## src/pkg/isr_params.svh

```systemverilog
// Purpose: constants of the status reporting block
// Assumes: included by the package file, compiled ahead of the design files
// Notes: bit positions follow the status register layouts
`ifndef ISR_PARAMS_SVH
`define ISR_PARAMS_SVH

// ==========================================
// reset values
`define ISR_ESR_RESET 8'h80
`define ISR_ESE_RESET 8'h00
`define ISR_SRE_RESET 8'h00

// ==========================================
// field positions
`define ISR_ESR_OPC 0
`define ISR_ESR_PON 7
`define ISR_STB_OSS 7
`define ISR_STB_RQS 6
`define ISR_STB_ESS 5
`define ISR_STB_MAV 4

// ==========================================
// reply encoding and counts
`define ISR_ASCII_NL 8'h0A
`define ISR_ASCII_ZERO 8'h30
`define ISR_OPC_REPLY 16'h0001
`define ISR_DIGITS 5
`define ISR_LAST_DIGIT 3'h4

`endif

```

## src/pkg/isr_pkg.sv

```systemverilog
// Purpose: types of the status reporting block
// Assumes: isr_params.svh on the include path
// Notes: all state of each design module is one struct
`include "isr_params.svh"
package isr_pkg;

  typedef enum logic [3:0] {
    ISR_CMD_RST = 4'h0, ISR_CMD_TRG = 4'h1, ISR_CMD_IDN_Q = 4'h2, ISR_CMD_TST_Q = 4'h3,
    ISR_CMD_ESE = 4'h4, ISR_CMD_ESE_Q = 4'h5, ISR_CMD_SRE = 4'h6, ISR_CMD_SRE_Q = 4'h7,
    ISR_CMD_ESR_Q = 4'h8, ISR_CMD_STB_Q = 4'h9, ISR_CMD_OPC = 4'hA, ISR_CMD_OPC_Q = 4'hB,
    ISR_CMD_CLS = 4'hC
  } isr_cmd_t;

  typedef enum logic [1:0] {
    ISR_ST_IDLE = 2'b00, ISR_ST_MEAS = 2'b01, ISR_ST_TEST = 2'b10, ISR_ST_OPCQ = 2'b11
  } isr_state_t;

  typedef enum logic [1:0] {
    ISR_FMT_IDLE = 2'b00, ISR_FMT_CONV = 2'b01, ISR_FMT_SEND = 2'b10
  } isr_fmt_phase_t;

  typedef struct packed {
    isr_state_t state;
    logic [7:0] ese;
    logic [7:0] esr;
    logic [7:0] sre;
    logic [7:0] stb;
    logic opc_armed;
    logic inst_reset;
    logic meas_start;
    logic test_start;
    logic fmt_start;
    logic fmt_idn;
    logic [15:0] fmt_value;
  } isr_top_t;

  typedef struct packed {
    isr_fmt_phase_t phase;
    logic is_idn;
    logic lead;
    logic [15:0] val;
    logic [`ISR_DIGITS-1:0][3:0] digits;
    logic [2:0] cnt;
    logic [5:0] pos;
    logic [7:0] data;
    logic valid;
    logic eoi;
  } isr_fmt_t;

endpackage : isr_pkg

```

## src/rtl/isr_dec_fmt.sv

```systemverilog
// Purpose: reply formatter, decimal integer or identity string, then newline with end
// Assumes: one reply at a time; start only while busy is low
// Notes: conversion takes five cycles, leading zeros are skipped
`timescale 1ns/100ps
module isr_dec_fmt
  import isr_pkg::*;
#(
  parameter int IDN_LEN = 27,
  // arbitrary neutral identity text, not any real part's
  parameter logic [8*IDN_LEN-1:0] IDN_STR = "MAKER0,MODEL0,FW0,HW0,DATE0"
) (
  input wire logic clk, // system clock
  input wire logic nrst, // async reset, active low
  input wire logic start, // one-cycle start pulse
  input wire logic is_idn, // send identity text instead of a number
  input wire logic [15:0] value, // number to send
  output logic busy, // reply in progress
  output logic [7:0] rsp_data, // reply byte
  output logic rsp_eoi, // end marker with the last byte
  output logic rsp_valid, // reply byte valid
  input wire logic rsp_ready // reply byte taken
);

  isr_fmt_t r;
  isr_fmt_t next_r;
  logic [3:0] dig;
  logic last;

  // ==========================================
  // next state
  always_comb begin
    next_r = r;
    dig = r.digits[`ISR_LAST_DIGIT - r.pos[2:0]];
    last = r.is_idn ? (r.pos == 6'(IDN_LEN)) : (r.pos == 6'(`ISR_DIGITS));
    if (r.valid && rsp_ready) begin
      next_r.valid = 1'b0;
    end
    case (r.phase)
      ISR_FMT_IDLE: begin
        if (start) begin
          next_r.val = value;
          next_r.is_idn = is_idn;
          next_r.cnt = 3'h0;
          next_r.pos = 6'h00;
          next_r.lead = 1'b1;
          next_r.eoi = 1'b0;
          next_r.phase = is_idn ? ISR_FMT_SEND : ISR_FMT_CONV;
        end
      end
      ISR_FMT_CONV: begin
        next_r.digits[r.cnt] = 4'(r.val % 16'd10);
        next_r.val = r.val / 16'd10;
        next_r.cnt = r.cnt + 3'h1;
        if (r.cnt == `ISR_LAST_DIGIT) begin
          next_r.phase = ISR_FMT_SEND;
        end
      end
      ISR_FMT_SEND: begin
        if (!r.valid || rsp_ready) begin
          if (r.valid && r.eoi) begin
            next_r.eoi = 1'b0;
            next_r.phase = ISR_FMT_IDLE;
          end else if (last) begin
            next_r.data = `ISR_ASCII_NL;
            next_r.eoi = 1'b1;
            next_r.valid = 1'b1;
          end else if (r.is_idn) begin
            next_r.data = IDN_STR[8*(IDN_LEN-1-int'(r.pos)) +: 8];
            next_r.valid = 1'b1;
            next_r.pos = r.pos + 6'h01;
          end else begin
            // a zero value still sends its units digit
            if (!(dig == 4'h0 && r.lead && r.pos != 6'(`ISR_LAST_DIGIT))) begin
              next_r.data = `ISR_ASCII_ZERO | {4'h0, dig};
              next_r.valid = 1'b1;
              next_r.lead = 1'b0;
            end
            next_r.pos = r.pos + 6'h01;
          end
        end
      end
      default: next_r.phase = ISR_FMT_IDLE;
    endcase
  end

  always_ff @(posedge clk or negedge nrst) begin
    if (!nrst) begin
      r <= '0;
    end else begin
      r <= next_r;
    end
  end

  assign busy = (r.phase != ISR_FMT_IDLE);
  assign rsp_data = r.data;
  assign rsp_eoi = r.eoi && r.valid;
  assign rsp_valid = r.valid;

endmodule : isr_dec_fmt

```

## src/rtl/isr_status_top.sv

```systemverilog
// Purpose: common command handling and status reporting of the remote interface
// Assumes: commands arrive parsed, one per handshake, from logic on SYS_CLK
// Notes: event register clears on its own query; set wins over clear
//
// Summary of operation
// - reset command pulses instrument reset
// - trigger measures, then result goes out
// - clear-status empties event register and disarms complete
// - identify returns five fields, newline end
// - self test returns error sum, zero clean
// - event enable mask loads and reads back
// - event bits: power, user, errors, control, complete
// - service request mask loads and reads back
// - status byte bits 7..4, low nibble zero
// - event query returns event register value
// - status byte query changes nothing
// - complete command sets bit after pending work
// - complete query sends one after pending work
`timescale 1ns/100ps
module isr_status_top
  import isr_pkg::*;
(
  input wire logic SYS_CLK, // 125 MHz system clock
  input wire logic NRST, // async reset, active low
  input wire logic CMD_VALID, // parsed command present
  input wire logic [3:0] CMD_CODE, // command code, isr_cmd_t
  input wire logic [7:0] CMD_ARG, // mask value for enable commands
  output logic CMD_READY, // command taken when high with valid
  input wire logic [6:1] EVENT_IN, // event pulses for event bits 6..1
  input wire logic OPER_SUMMARY, // operation status summary level
  input wire logic OPS_PENDING, // instrument has unfinished operations
  output logic INST_RESET, // one-cycle instrument reset pulse
  output logic MEAS_START, // one-cycle measurement start
  input wire logic MEAS_DONE, // measurement finished pulse
  input wire logic [15:0] MEAS_RESULT, // measurement result
  output logic TEST_START, // one-cycle self test start
  input wire logic TEST_DONE, // self test finished pulse
  input wire logic [15:0] TEST_ERRSUM, // sum of error codes
  output logic [7:0] STB_OUT, // status byte for serial poll
  output logic SRQ, // request service level
  output logic [7:0] RSP_DATA, // reply byte to output buffer
  output logic RSP_EOI, // end marker on last byte
  output logic RSP_VALID, // reply byte valid
  input wire logic RSP_READY // output buffer takes byte
);

  isr_top_t r;
  isr_top_t next_r;
  logic fmt_busy;
  logic accept;
  isr_cmd_t cmd;
  logic [7:0] esr_set;
  logic [7:0] esr_clr;
  logic [7:0] sb;

  assign cmd = isr_cmd_t'(CMD_CODE);
  // refuse commands while a reply or a wait is open, so no reply is lost
  assign CMD_READY = (r.state == ISR_ST_IDLE) && !fmt_busy && !r.fmt_start;
  assign accept = CMD_VALID && CMD_READY;

  // ==========================================
  // command sequencing
  always_comb begin
    next_r = r;
    next_r.inst_reset = 1'b0;
    next_r.meas_start = 1'b0;
    next_r.test_start = 1'b0;
    next_r.fmt_start = 1'b0;
    esr_set = {1'b0, EVENT_IN, 1'b0};
    esr_clr = 8'h00;
    if (r.opc_armed && !OPS_PENDING) begin
      esr_set[`ISR_ESR_OPC] = 1'b1;
      next_r.opc_armed = 1'b0;
    end
    case (r.state)
      ISR_ST_IDLE: begin
        if (accept) begin
          next_r.fmt_idn = 1'b0;
          case (cmd)
            ISR_CMD_RST: begin
              next_r.inst_reset = 1'b1;
              next_r.opc_armed = 1'b0;
            end
            ISR_CMD_TRG: begin
              next_r.meas_start = 1'b1;
              next_r.state = ISR_ST_MEAS;
            end
            ISR_CMD_IDN_Q: begin
              next_r.fmt_start = 1'b1;
              next_r.fmt_idn = 1'b1;
            end
            ISR_CMD_TST_Q: begin
              next_r.test_start = 1'b1;
              next_r.state = ISR_ST_TEST;
            end
            ISR_CMD_ESE: next_r.ese = CMD_ARG;
            ISR_CMD_ESE_Q: begin
              next_r.fmt_start = 1'b1;
              next_r.fmt_value = {8'h00, r.ese};
            end
            ISR_CMD_SRE: next_r.sre = CMD_ARG;
            ISR_CMD_SRE_Q: begin
              next_r.fmt_start = 1'b1;
              next_r.fmt_value = {8'h00, r.sre};
            end
            ISR_CMD_ESR_Q: begin
              next_r.fmt_start = 1'b1;
              next_r.fmt_value = {8'h00, r.esr};
              esr_clr = 8'hFF;
            end
            ISR_CMD_STB_Q: begin
              next_r.fmt_start = 1'b1;
              next_r.fmt_value = {8'h00, r.stb};
            end
            ISR_CMD_OPC: next_r.opc_armed = 1'b1;
            ISR_CMD_OPC_Q: next_r.state = ISR_ST_OPCQ;
            ISR_CMD_CLS: begin
              esr_clr = 8'hFF;
              next_r.opc_armed = 1'b0;
            end
            default: ;
          endcase
        end
      end
      ISR_ST_MEAS: begin
        if (MEAS_DONE) begin
          next_r.fmt_start = 1'b1;
          next_r.fmt_value = MEAS_RESULT;
          next_r.state = ISR_ST_IDLE;
        end
      end
      ISR_ST_TEST: begin
        if (TEST_DONE) begin
          next_r.fmt_start = 1'b1;
          next_r.fmt_value = TEST_ERRSUM;
          next_r.state = ISR_ST_IDLE;
        end
      end
      ISR_ST_OPCQ: begin
        if (!OPS_PENDING) begin
          next_r.fmt_start = 1'b1;
          next_r.fmt_value = `ISR_OPC_REPLY;
          next_r.state = ISR_ST_IDLE;
        end
      end
      default: next_r.state = ISR_ST_IDLE;
    endcase
    // an event in the clearing cycle survives the clear
    next_r.esr = (r.esr & ~esr_clr) | esr_set;
    sb = 8'h00;
    sb[`ISR_STB_OSS] = OPER_SUMMARY;
    sb[`ISR_STB_ESS] = |(next_r.esr & next_r.ese);
    sb[`ISR_STB_MAV] = fmt_busy || next_r.fmt_start;
    sb[`ISR_STB_RQS] = |(sb & next_r.sre);
    next_r.stb = sb;
  end

  always_ff @(posedge SYS_CLK or negedge NRST) begin
    if (!NRST) begin
      r <= '0;
      r.state <= ISR_ST_IDLE;
      r.ese <= `ISR_ESE_RESET;
      r.sre <= `ISR_SRE_RESET;
      r.esr <= `ISR_ESR_RESET;
    end else begin
      r <= next_r;
    end
  end

  // ==========================================
  // reply formatter
  isr_dec_fmt u_fmt (
    .clk(SYS_CLK),
    .nrst(NRST),
    .start(r.fmt_start),
    .is_idn(r.fmt_idn),
    .value(r.fmt_value),
    .busy(fmt_busy),
    .rsp_data(RSP_DATA),
    .rsp_eoi(RSP_EOI),
    .rsp_valid(RSP_VALID),
    .rsp_ready(RSP_READY)
  );

  assign INST_RESET = r.inst_reset;
  assign MEAS_START = r.meas_start;
  assign TEST_START = r.test_start;
  assign STB_OUT = r.stb;
  assign SRQ = r.stb[`ISR_STB_RQS];
endmodule : isr_status_top

```

## config.mk

```make
export PLATFORM = sky130hd
export DESIGN_NAME = isr_status_top
export DESIGN_NICKNAME = d
export VERILOG_FILES = /design/src/pkg/isr_pkg.sv /design/src/rtl/isr_dec_fmt.sv /design/src/rtl/isr_status_top.sv
export VERILOG_INCLUDE_DIRS = /design/src /design/src/pkg
export SDC_FILE = /design/constraint.sdc
export NUM_CORES = 1
export LEC_CHECK = 0
export CAP_MARGIN = 30
export CORE_AREA = 2 2 171 173
export DETAILED_ROUTE_END_ITERATION = 7
export DIE_AREA = 0 0 173 175
export DONT_BUFFER_PORTS = 1
export PLACE_DENSITY_LB_ADDON = 0.2
export SYNTH_ARGS = -nofsm -noshare
export SYNTH_HDL_FRONTEND = slang
export SYNTH_SLANG_ARGS = --single-unit
```

## constraint.sdc

```tcl
create_clock -name SYS_CLK -period 6.1 [get_ports SYS_CLK]
set_input_delay 0.305 -clock SYS_CLK [delete_from_list [all_inputs] [get_ports SYS_CLK]]
set_output_delay 0.305 -clock SYS_CLK [all_outputs]
set_load 0.02 [all_outputs]
```

==> results of run 1 <==
through the flow:
stage                     hold slack [ns]   util
after detailed placement           0.0251  0.289
after global routing              0.00801  0.303
after floorplan                   0.00941      -
final                              0.0329  0.303
after CTS                        0.000238  0.303
after global placement             0.0243  0.289
routing by layer:
metal  GRT usage  share of wire  vias to the layer above
met1       0.212           0.49                     3348
met4      0.0254         0.0071                        0
met3      0.0292          0.048                       10
met2       0.236           0.45                      160
met5           0              0                        -
li1            -              -                     3383
worst max-delay path by stage:
| stage | startpoint | end | slack (ns) | cells after the start |
|---|---|---|---|---|
| after CTS | u_fmt.r[52]$_DFFE_PN0P_ | u_fmt.r[32]$_DFFE_PN0P_ | 0.79 | 16 |
| after detailed placement | u_fmt.r[52]$_DFFE_PN0P_ | u_fmt.r[32]$_DFFE_PN0P_ | 0.82 | 16 |
| after floorplan | u_fmt.r[50]$_DFFE_PN0P_ | u_fmt.r[20]$_DFFE_PN0P_ | 1.84 | 17 |
| after global routing | u_fmt.r[54]$_DFFE_PN0P_ | u_fmt.r[20]$_DFFE_PN0P_ | 0.28 | 17 |
| final | u_fmt.r[54]$_DFFE_PN0P_ | u_fmt.r[32]$_DFFE_PN0P_ | 0.83 | 16 |
| after global placement | u_fmt.r[52]$_DFFE_PN0P_ | u_fmt.r[20]$_DFFE_PN0P_ | 0.90 | 16 |
repair_timing:
action,in CTS,in global routing
hold buffers,7,0
endpoints found under the setup margin,0,0
resized for setup,0,0
hold endpoints to repair,113,0
flip-flops by register name, indices dropped and copies added, names as in the netlist:
name             count
u_fmt.rsp_valid      1
MEAS_START           1
TEST_START           1
r                   45
u_fmt.r             50
u_fmt.rsp_data       7
STB_OUT              4
INST_RESET           1
cell families after synthesis:
| family | share of synthesized area |
|---|---|
| AOI/OAI and AO/OA | 0.272 |
| DFF | 0.340 |
| muxes | 0.0759 |
| and+or+nand+nor | 0.209 |
| other | 0.000463 |
| buffers and inverters | 0.0707 |
| adders and majority gates | 0.00990 |
| xor gates and xnor gates | 0.0216 |
cells in the mapped netlist (all sizes together), types with 15 or more instances:
| library cell | n |
|---|---|
| nand2b | 15 |
| nor2 | 74 |
| clkbuf | 42 |
| mux2 | 35 |
| inv | 21 |
| a22oi | 28 |
| buf | 45 |
| o21ai | 71 |
| a31oi | 15 |
| o31ai | 23 |
| nand2 | 114 |
| nand3 | 24 |
| a21oi | 45 |
| dfrtp | 109 |
| nor3 | 20 |
final cells by class:
class | instances | area [um2] | area share
clock inverters | 7 | 80.1 | 0.00931
repair buffers | 19 | 185 | 0.0215
clock buffers | 9 | 225 | 0.0262
inverters | 24 | 90.1 | 0.0105
multi-input cells | 724 | 4780 | 0.556
flip-flops and latches | 110 | 2750 | 0.320
well taps | 384 | 480 | 0.0559
power breakdown:
group	internal [mW]	switching (mW)	total [mW]
clock	0.296	0.312	0.608
combinational	1.58	2.36	3.94
sequential	0.988	0.400	1.39
total	2.87	3.07	5.94
==> flow_results.org, run 1 <==
** Yosys
- Proportion of synthesized flip-flops having asynchronous set or reset :: 1.00
- Total of warnings raised by yosys :: 0
- In this run, distinct cell masters in the synthesized netlist total 100.
- Synthesis produced 941 cells.
- Predominant post-synthesis flop cell :: sky130_fd_sc_hd__dfrtp_1
- Post-synthesis sequential area ratio :: 0.340
- Counting flops and latches in the post-synthesis netlist gives 110.
- Yosys mapped a number of flops with a built-in enable equal to 0.
- In this run the mean area of a mapped cell was 8.60 um2.
- Post-synth design cell area :: 8090 um2
- Of the post-synthesis cell area, the dominant cell type holds 0.337.
- Ranked by total cell area, the synthesized netlist is headed by sky130_fd_sc_hd__dfrtp_1 34%, sky130_fd_sc_hd__nand2_1 5.3%, sky130_fd_sc_hd__mux2_2 4.9%, sky130_fd_sc_hd__o21ai_0 4.2%, sky130_fd_sc_hd__nor2_1 3.4%.
- The synthesized design spends more area on one cell type than any other, namely sky130_fd_sc_hd__dfrtp_1.

** Hold path
- Counting instances, the worst hold path has a depth of 1.
- In this run the most critical hold path is launched from CMD_CODE[1].
- Hold Crit Class :: primary input to register
- Endpoint of the worst hold-timing path :: MEAS_START$_DFF_PN0_

** Cells and area
- Post-layout instance area :: 8600 um2
- Fraction of final layout cells sized beyond drive strength 1 :: 0.118
- P&R area growth vs syn :: 6.28%
- Total Nets Final :: 950
- ANT cells :: 0
- The filler cells instantiated in the layout total 3051.
- Most common cell after layout, fill and taps aside :: sky130_fd_sc_hd__nand2_1
- Non-Filler Instances :: 1277
- The library cells used most frequently in the layout, excluding fill and tap cells, are 114 x sky130_fd_sc_hd__nand2_1, 109 x sky130_fd_sc_hd__dfrtp_1, 73 x sky130_fd_sc_hd__nor2_1.

** Die
- The floorplan step defined a core boundary enclosing 28400 um2.
- During I/O placement, the number of pins put on the boundary was 81.
- The initial utilization of the core area, before any placement, comes to 0.285.
- In this run the vertical extent of the chip is 175 um.
- The die covers 30300 um2.
- The floorplan has 62 rows.
- The floorplan step set the die width to 173 um.

** GRT
- Global-route wire length before repair :: 37100 um
- Total routing usage reported by global routing :: 0.149
- After global routing the overflow that remains totals 0.
- Antenna violations before repair :: 0
- Entering global routing, the biggest net connects 111 pins.
- Number of global-route vias before repair :: 6667

** Placement
- After detailed placement, the total cell area comes to 8210 um2.
- Once placement completed, the tool counted placed cells totaling 1254.
- Gp weighted congestion :: 0.830
- HPWL after detailed placement :: 16400 um
- Input/output buffers :: 0
- Setup slack after placement :: 0.822 ns

** Worst setup path
- The critical path is of the register to register type.
- Category of the worst setup path capture point :: register
- Critical-path cell with the highest stage delay :: sky130_fd_sc_hd__dfrtp_1
- Kind of cell adding the most delay to the critical path :: compound AO/OA/AOI/OAI gates
- Data on the critical path arrives at its endpoint at 5.50 ns.
- The endpoint identified for the worst register-to-register timing path is u_fmt.r[32]$_DFFE_PN0P_.
- The largest single stage delay on the critical path is 0.77 ns.
- R2r worst-path depth :: 16
- Worst-path fanout max :: 21
- The worst register-to-register path begins at u_fmt.r[54]$_DFFE_PN0P_.
- For the worst setup path, the data required time is 6.32 ns.
- Together, buffers and inverters on the worst path number 2.
- In this run the register-to-register setup slack is 0.83 ns.
- Cell chain of the critical path :: inv_1, or3_1, o2111ai_1, nand2_1, o31ai_1, o31ai_2, a211oi_4, buf_4, and3_1, nor3_1, o21ai_0, a22o_1, nand2_1, a31o_1, a2111oi_4, o31ai_1
- STA classifies the critical path startpoint as a register.

** Clock network
- Buffer cell driving the clock tree root :: sky130_fd_sc_hd__clkbuf_16
- After clock tree synthesis, the setup repair step added 0 buffers.
- The clock net in this run drives a total of 110 sinks.
- Buffer levels on the longest clock path :: 2
- Latest clock arrival within the worst-skew pair :: 0.37 ns
- The H-tree was split into 3 levels.
- Clock tree from TritonCTS :: built
- Number of buffers created by CTS :: 9
- After clock tree synthesis, the clock-pin slew on the worst setup and hold paths is 0.09 ns.

** Timing
- Minimum period implied by the final worst setup slack :: 5.27 ns
- For the pin with the worst max-slew slack, the measured transition is 0.974 ns.
- Headroom to the max-slew limit :: 0.349
- Final hold violation count :: 0
- Final worst setup slack :: 0.826 ns
- In the finished design, the share of the clock period the worst path needs comes to 0.865.
- Maximum clock rate :: 190 MHz
- In the final timing run, aggregate negative setup slack is 0 ns.
- Post-Route Skew :: 0.0187 ns
- RSZ-0062 raised after global routing :: false
- Total count of max-transition violations in the final report :: 0
- Total of endpoints with negative setup slack in the final report :: 0

** Power
- VDD IR max :: 0.264 mV
- Power per cell area :: 690 nW/um2
- The design draws 5.94 mW.
- The analysis attributes to cell leakage a power of 3.35 nW.

** Route
- After detailed routing, the average wire length per cell comes to 17.5 um.
- Routed via count :: 6901
- After the first detailed-routing iteration, the DRC count stood at 587.
- Detailed-route wire length :: 22300 um
- The first TritonRoute pass finished after 8 iterations.
- In the routed design, unresolved DRC markers number 0.
- Average via count per standard cell :: 5.40
- Antenna violation net count after detailed routing :: 0

** Status
- Run status :: completed

** Flow run
- Count of maximum capacitance violations :: 0
Power figures use the tool's default switching activity.
==> inputs of run 2 (changes only) <==
CORE_AREA = 2 2 166 168   (was 2 2 171 173)
DIE_AREA = 0 0 168 170   (was 0 0 173 175)
PLACE_DENSITY_LB_ADDON = default   (was 0.2)
SYNTH_HIERARCHICAL = 1   (was default)
==> run 2 against run 1 <==
- synthesized cell count decreased by 5.7%
- routed wire length decreased by 7.3%
- highest routed layer unchanged
- flip-flop and latch count unchanged
==> flow_results.org, run 2 <==
** Cells and area
- The area taken by multi-input logic gates is 4360 um2 (-8.9%).
- The library cell used most frequently in the layout, excluding fill and tap cells, is sky130_fd_sc_hd__dfrtp_1.
- The final-layout fill cell count is 2720 (-11%).
- The count of nets after finishing is 902 (-5.1%).
- In the layout the commonest cells are 106 x sky130_fd_sc_hd__dfrtp_1, 88 x sky130_fd_sc_hd__nand2_1, 88 x sky130_fd_sc_hd__nor2_1.
- Relative to the synthesized area, the layout overhead comes to 7.13%.
- The area occupied by registers was 2760 um2 (+0.14%).
- The number of flip-flops in the largest register came to 50 (unchanged).
- The fraction of final layout cells sized beyond drive strength 1 came to 0.121 (+0.00313).
- Post-layout instance area :: 8180 um2 (-4.9%)
- The number of diodes added for antenna fixing was 0 (unchanged).
- Reg with most FFs :: u_fmt/r

** Clock network
- Buffer levels on the longest clock path :: 2 (unchanged)
- Clk sinks :: 110 (unchanged)
- Number of H-tree branching levels :: 3 (unchanged)
- The post-CTS setup buffer count is 0 (unchanged).
- Clock slew at reported path FFs :: 0.08 ns (about the same)
- TritonCTS built the clock tree.
- The number of clock buffers inserted by TritonCTS came to 9 (unchanged).
- The insertion delay of the later-clocked pin in the worst-skew pair was 0.35 ns (-0.02 ns).
- Buffer cell driving the clock tree root :: sky130_fd_sc_hd__clkbuf_16

** Timing
- Total count of max-transition violations in the final report :: 0 (unchanged)
- Worst Tran Pin Value :: 1.03 ns (+0.0532 ns)
- Portion of the clock cycle consumed by the worst path in the final layout :: 0.955 (+0.0904)
- Maximum clock rate :: 172 MHz (-9.5%)
- Final hold violation count :: 0 (unchanged)
- The count of endpoints failing setup in the final report was 0 (unchanged).
- Setup repair after global routing left no endpoint under its margin.
- Headroom to the max-slew limit :: 0.310 (-0.0394)
- Post-Route Skew :: 0.0109 ns (-0.00782 ns)
- The shortest clock period the worst path allows after layout came to 5.83 ns (+0.551 ns).
- Setup TNS after final layout :: 0 ns (unchanged)
- Final worst setup slack :: 0.274 ns (-0.551 ns)

** Route
- The count of unresolved DRC violations after routing was 0 (unchanged).
- The total wirelength of the detailed-routed design was 20700 um (-7.3%).
- Initial DRC count :: 660 (+12%)
- The remaining number of nets flagged by the antenna check after routing came to 0 (unchanged).
- The number of iterations in the first detailed-routing pass is 5 (-3).
- The via density per instance came to 5.66 (+4.8%).
- The final routed wire length divided by cell count came to 17.5 um (-0.17%).
- Routed via count :: 6717 (-2.7%)

** Yosys
- The number of flops mapped to enable cells by yosys is 0 (unchanged).
- The mux cell area share after synthesis came to 0.0751 (-0.000842).
- Proportion of synthesized flip-flops having asynchronous set or reset :: 1.00 (unchanged)
- Largest cells by area after synthesis :: sky130_fd_sc_hd__dfrtp_1 36%, sky130_fd_sc_hd__mux2_2 4.7%, sky130_fd_sc_hd__nand2_1 4.3%, sky130_fd_sc_hd__nor2_1 4.3%, sky130_fd_sc_hd__a21oi_1 3.8%
- By count the netlist is led by 109 x sky130_fd_sc_hd__dfrtp_1, 88 x sky130_fd_sc_hd__nand2_1, 88 x sky130_fd_sc_hd__nor2_1.
- After synthesis, the largest family of logic cells by area is compound AO/OA/AOI/OAI gates.
- The yosys synthesis warning count came to 6 (+6).
- The fraction of the mapped netlist area in adder cells is 0.00918 (-0.000716).
- The largest total area in the synthesized netlist belongs to sky130_fd_sc_hd__dfrtp_1.
- The compound-gate portion of the synthesized area was 0.266 (-0.00545).
- The post-synthesis cell area is 7630 um2 (-5.7%).
- Mapped Cells :: 887 (-5.7%)
- The number of unique standard cell types used by synthesis came to 98 (-2.0%).
- The mean instance size in the synthesized netlist came to 8.60 um2 (about the same).
- Predominant post-synthesis flop cell :: sky130_fd_sc_hd__dfrtp_1
- Post-Synth XOR/XNOR Area :: 0.0285 (+0.00688)
- The post-synthesis register bit count was 110 (unchanged).
- Most common cell in the netlist :: sky130_fd_sc_hd__dfrtp_1
- The area fraction of the dominant cell type after synthesis was 0.357 (+0.0203).
- The sequential fraction of the synthesis area came to 0.361 (+0.0205).
- The share of synthesized cell area in and, or, nand and nor gates came to 0.188 (-0.0210).

** Die
- The core region area came to 26700 um2 (-6.1%).
- Die outline height :: 170 um (-2.9%)
- The number of primary I/O pins is 81 (unchanged).
- Die area :: 28600 um2 (-5.7%)
- The initial core utilization came to 0.286 (+0.00139).
- Die width :: 168 um (-2.9%)
- Number of rows created at floorplan :: 60 (-3.2%)

** Hold path
- The number of instances on the worst hold path was 1 (unchanged).
- In this run the worst hold path is classified as primary input to register.
- In this run the most critical hold path is launched from CMD_CODE[0].
- The worst hold path terminates at INST_RESET$_DFF_PN0_.

** GRT
- Met3 layer usage reported by global route :: 0.0235 (-0.00567)
- The first-pass GRT wire length came to 34000 um (-8.4%).
- The overall track demand over capacity in global routing was 0.144 (-0.00456).
- The initial antenna violation count was 0 (unchanged).
- Met2 usage in global routing :: 0.242 (+0.00668)
- met2 is the most crowded layer.
- The via count of the first global-routing pass came to 6272 (-5.9%).
- Largest net degree at the start of global routing :: 111 (unchanged)
- Met1 routing resource usage after global routing :: 0.192 (-0.0199)
- Total grt overflow :: 0 (unchanged)

** Placement
- Input/output buffers :: 0 (unchanged)
- Gp weighted congestion :: 0.860 (+3.7%)
- HPWL after detailed placement :: 14700 um (-10%)
- Setup slack after placement :: 0.183 ns (-0.639 ns)
- Placed standard-cell area :: 7770 um2 (-5.3%)

** Flow run
- Count of maximum capacitance violations :: 0 (unchanged)

** Worst setup path
- R2r worst-path depth :: 17 (+1)
- The maximum fanout count along the critical path was 14 (-33%).
- Flop-to-flop setup slack :: 0.27 ns (-0.55 ns)
- The setup path with the least slack is of type register to register.
- The arrival time at the worst endpoint came to 6.11 ns (+0.61 ns).
- The startpoint identified for the worst register-to-register timing path is u_fmt/r[54]$_DFFE_PN0P_.
- Capturing point of the worst reg2reg path :: u_fmt/r[30]$_DFFE_PN0P_
- Category of the worst setup path capture point :: register
- The required arrival time at the worst endpoint came to 6.39 ns (+0.07 ns).
- The worst setup path is launched from a register.

** Status
- Run status :: completed
==> run 2: how the worst max path moves through the flow <==
stage                            start                 endpoint  slack, ns  cells past startpoint
4_1_cts        u_fmt/r[53]$_DFFE_PN0P_  u_fmt/r[30]$_DFFE_PN0P_       0.15                     17
3_5_place_dp   u_fmt/r[53]$_DFFE_PN0P_  u_fmt/r[30]$_DFFE_PN0P_       0.18                     17
5_1_grt        u_fmt/r[53]$_DFFE_PN0P_  u_fmt/r[30]$_DFFE_PN0P_      0.001                     17
2_1_floorplan  u_fmt/r[49]$_DFFE_PN0P_  u_fmt/r[30]$_DFFE_PN0P_       0.83                     22
3_3_place_gp   u_fmt/r[53]$_DFFE_PN0P_  u_fmt/r[30]$_DFFE_PN0P_       0.37                     17
6_report       u_fmt/r[54]$_DFFE_PN0P_  u_fmt/r[30]$_DFFE_PN0P_       0.27                     17
==> run 2: kinds of logic (layout without fill, tap and decap cells) <==
logic type / count (synthesis) / in the layout
adder cells (fa/ha/maj): 6 / 6
buffers and inverters: 112 / 67
flip-flops: 110 / 110
XOR/XNOR: 24 / 24
AND/OR/NAND/NOR: 296 / 296
other: 2 / 5
AO/OA/AOI/OAI: 291 / 291
multiplexers: 46 / 46
==> run 2: timing repair <==
item | 4_1_cts | 5_1_grt
hold buffers | 3 | 1
hold endpoints to repair | 111 | 1
gates resized for setup | 0 | 7
endpoints found under the setup margin | 0 | 17
==> run 2: final cells by class <==
class,count,area share
well taps,341,0.0522
repair buffers,16,0.0205
inverters,35,0.0167
flip-flops and latches,110,0.337
clock buffers,10,0.0292
clock inverters,6,0.0109
multi-input cells,668,0.533
==> run 2: critical path, stage by stage, from the launching register on <==
cell and delay, ns:
sky130_fd_sc_hd__dfrtp_2 0.50, sky130_fd_sc_hd__or2_0 0.24, sky130_fd_sc_hd__nor3b_1 0.15, sky130_fd_sc_hd__a211o_1 0.40, sky130_fd_sc_hd__or2_1 0.39, sky130_fd_sc_hd__a32o_1 0.34, sky130_fd_sc_hd__o22a_1 0.33, sky130_fd_sc_hd__mux2i_1 0.16
sky130_fd_sc_hd__or4_1 0.58, sky130_fd_sc_hd__o211a_1 0.26, sky130_fd_sc_hd__nor4_2 0.35, sky130_fd_sc_hd__and4_2 0.39, sky130_fd_sc_hd__a211oi_4 0.07, sky130_fd_sc_hd__o21ai_2 0.34, sky130_fd_sc_hd__and2_4 0.30, sky130_fd_sc_hd__mux4_2 0.52
sky130_fd_sc_hd__o211ai_2 0.24, sky130_fd_sc_hd__mux2_2 0.20
==> run 2: routing by layer <==
layer,wire (um),up-vias
met1,9210,3303
met5,0,-
met4,291,0
met3,1140,22
li1,-,3180
met2,10100,212
==> run 2: through the flow <==
| step | instances | util | hold WS [ns] |
|---|---|---|---|
| after detailed placement | 1165 | 0.292 | 0.0226 |
| after global routing | 1186 | 0.307 | 0.0139 |
| after floorplan | 890 | - | 0.00941 |
| after CTS | 1184 | 0.306 | 0.00451 |
| after global placement | 1163 | 0.290 | 0.0231 |
| final | 1186 | 0.307 | 0.0290 |
Power of run 2 is not shown: default switching activity piles up to over one toggle a cycle in this logic, so the estimate is an artifact.
==> inputs of run 3 (changes only) <==
MAX_ROUTING_LAYER = met4   (was default)
==> run 3 against run 2 <==
- global-route usage rose by 0.63 points
- final cell count barely moved
- register-to-register slack improved by 0.15 ns
- flip-flop and latch count did not move
- clock-buffer cell count did not move
- core utilization rose by 0.14 points
- hold slack got worse by 0.0058 ns
- routed wire length rose by 0.15%
- critical path depth did not move
- setup slack improved by 0.15 ns
- cell area rose by 0.44%
- critical endpoint is now u_fmt/r[26]$_DFFE_PN0P_
==> flow_results.org, run 3 (same netlist as run 2, synthesis figures left out) <==
** Status
- Run status :: completed

** Cells and area
- The number of diodes added for antenna fixing came to 0 (unchanged).
- Reg with most FFs :: u_fmt/r
- P&R area growth vs syn :: 7.61%
- Total of fill cells in the finished design :: 2730 (+0.37%)
- Most frequent cells in the layout :: 106 x sky130_fd_sc_hd__dfrtp_1, 88 x sky130_fd_sc_hd__nand2_1, 88 x sky130_fd_sc_hd__nor2_1
- Most common cell after layout, fill and taps aside :: sky130_fd_sc_hd__dfrtp_1
- Fraction of final layout cells sized beyond drive strength 1 :: 0.124 (+0.00340)
- Total Nets Final :: 903 (+0.11%)
- Flip-flop count of the largest register after layout :: 50 (unchanged)

** Hold path
- In this run the worst hold path is classified as primary input to register.

** Worst setup path
- Worst endpoint required time :: 6.39 ns (about the same)
- The delay of the slowest cell on the worst path came to 0.58 ns (about the same).
- Path length in cells of the critical path :: 17 (unchanged)
- Worst-path fanout max :: 11 (-3)
- The arrival time at the worst endpoint was 5.96 ns (-0.15 ns).
- CP Class :: register to register
- The signal on the critical path passes through nor2b_2, o2bb2ai_1, a211o_1, or2_4, a32o_1, o22a_1, mux2i_1, or4_1, o211a_1, nor4_2, nand4_1, o2111a_1, o21ai_2, and2_4, mux4_2, o211ai_2, mux2_2.
- The number of cells on the worst reg-to-reg path is 17 (unchanged).
- For this design, the slowest cell found on the critical path is sky130_fd_sc_hd__or4_1.
- Grouping stages by cell kind, the critical path spends the most delay in compound AO/OA/AOI/OAI gates.
- In this run the worst setup path begins at u_fmt/r[53]$_DFFE_PN0P_.
- Flop-to-flop setup slack :: 0.43 ns (+0.15 ns)
- In this run the worst setup path terminates at u_fmt/r[26]$_DFFE_PN0P_.
- Category of the worst setup path capture point :: register
- The worst setup path is launched from a register.
- The endpoint identified for the worst register-to-register timing path is u_fmt/r[26]$_DFFE_PN0P_.
- The combined buffer and inverter count along the critical path was 0 (unchanged).
- Reg-to-reg startpoint :: u_fmt/r[53]$_DFFE_PN0P_

** Route
- Final routed DRC violation total :: 0 (unchanged)
- The final routed wire length divided by cell count came to 17.5 um (about the same).
- The via density per instance is 5.62 (-0.71%).
- The overall via count from detail_route was 6675 (-0.63%).
- Detailed-route wire length :: 20700 um (+0.15%)
- Pre-Repair DR Iteration Count :: 6 (+1)
- Initial DRC count :: 618 (-6.4%)
- Antenna violation net count after detailed routing :: 0 (unchanged)

** Timing
- The total count of hold-check failures in the final report is 0 (unchanged).
- The achievable clock frequency is 176 MHz (+2.7%).
- The share of the cycle needed by the critical path after routing was 0.930 (-0.0254).
- Setup TNS after final layout :: 0 ns (unchanged)
- The clock tree skew after final layout was 0.0166 ns (+0.00573 ns).
- Total of endpoints with negative setup slack in the final report :: 0 (unchanged)
- RSZ-0062 raised after global routing :: false
- The setup slack of the critical path after layout came to 0.429 ns (+0.155 ns).
- Minimum period implied by the final worst setup slack :: 5.67 ns (-0.155 ns)
- Worst Tran Pin Value :: 0.907 ns (-0.120 ns)
- The remaining max-slew budget at the tightest pin was 0.393 (+0.0831).
- Total count of max-transition violations in the final report :: 0 (unchanged)

** Die
- The core region area came to 26700 um2 (unchanged).
- The number of primary I/O pins was 81 (unchanged).
- Die width :: 168 um (unchanged)
- Die area :: 28600 um2 (unchanged)
- Number of rows created at floorplan :: 60 (unchanged)
- Die outline height :: 170 um (unchanged)
- Starting utilization of the core area :: 0.286 (unchanged)

** Placement
- The count of input and output buffers was 0 (unchanged).
- Gp weighted congestion :: 0.876 (+1.8%)
- Setup slack after placement :: 0.253 ns (+0.0699 ns)
- The post-DP HPWL was 14800 um (+0.40%).

** Clock network
- The number of H-tree levels was 3 (unchanged).
- Clock slew at reported path FFs :: 0.08 ns (about the same)
- The number of clock sinks was 110 (unchanged).
- The insertion delay of the later-clocked pin in the worst-skew pair came to 0.36 ns (about the same).
- TritonCTS built the clock tree.
- The tree is rooted in a sky130_fd_sc_hd__clkbuf_16.
- Number of buffers created by CTS :: 9 (unchanged)
- The buffer depth of the longest clock path is 2 (unchanged).

** Flow run
- Count of maximum capacitance violations :: 0 (unchanged)

** GRT
- Antenna violations before repair :: 0 (unchanged)
- Total routing usage reported by global routing :: 0.150 (+0.00626)
- The via count of the first global-routing pass came to 6359 (+1.4%).
- The met1 routing resource usage after global routing was 0.194 (+0.00176).
- Met2 usage in global routing :: 0.247 (+0.00521)
- The first-pass GRT wire length was 34300 um (+1.1%).
- The maximum number of pins on one net before global-route repair is 111 (unchanged).
- The total overflow reported by the global router is 0 (unchanged).
- The met3 usage in global routing is 0.0223 (-0.00116).
- The layer flagged by global routing as most heavily used is met2.
[run 3: what timing repair did]
| action | CTS | global route |
|---|---|---|
| endpoints found under the setup margin | 0 | 17 |
| hold buffers | 3 | 1 |
| resized for setup | 0 | 12 |
| buffers inserted | 0 | 1 |
| endpoints found under the hold margin | 111 | 1 |
[run 3: layout make-up]
| class | count | area [um2] | share of cell area |
|---|---|---|---|
| inverter | 35 | 136 | 0.0166 |
| clock inverter | 6 | 83.8 | 0.0102 |
| sequential | 110 | 2760 | 0.336 |
| clock buffer | 10 | 239 | 0.0291 |
| multi-input combinational | 668 | 4390 | 0.535 |
| tap | 341 | 427 | 0.0519 |
| timing repair buffer | 17 | 175 | 0.0213 |
[run 3: metrics by stage]
stage	util	hold slack [ns]	instances	cell area, um2
2_1_floorplan	-	0.00941	890	7640
3_3_place_gp	0.290	0.0233	1162	7730
3_5_place_dp	0.291	0.0236	1164	7760
4_1_cts	0.305	0.000836	1183	8130
5_1_grt	0.308	0.0111	1187	8210
6_report	0.308	0.0231	1187	8210
[run 3: metal layers]
layer  up-vias  routed length (um)
met3        20                1010
met5         -                   0
li1       3178                   -
met2       200               10100
met4         0                 261
met1      3277                9370
[run 3: worst min-delay path by stage]
stage,start,to,slack (ns),cells after the start
6_report,CMD_CODE[0],INST_RESET$_DFF_PN0_,0.02,1
3_5_place_dp,NRST,u_fmt/r[25]$_DFFE_PN0P_,0.02,0
3_3_place_gp,NRST,u_fmt/r[25]$_DFFE_PN0P_,0.02,0
4_1_cts,CMD_CODE[1],MEAS_START$_DFF_PN0_,0.0008,1
5_1_grt,CMD_CODE[0],INST_RESET$_DFF_PN0_,0.01,1
2_1_floorplan,NRST,INST_RESET$_DFF_PN0_,0.009,0
Power of run 3 is left out for the same reason.
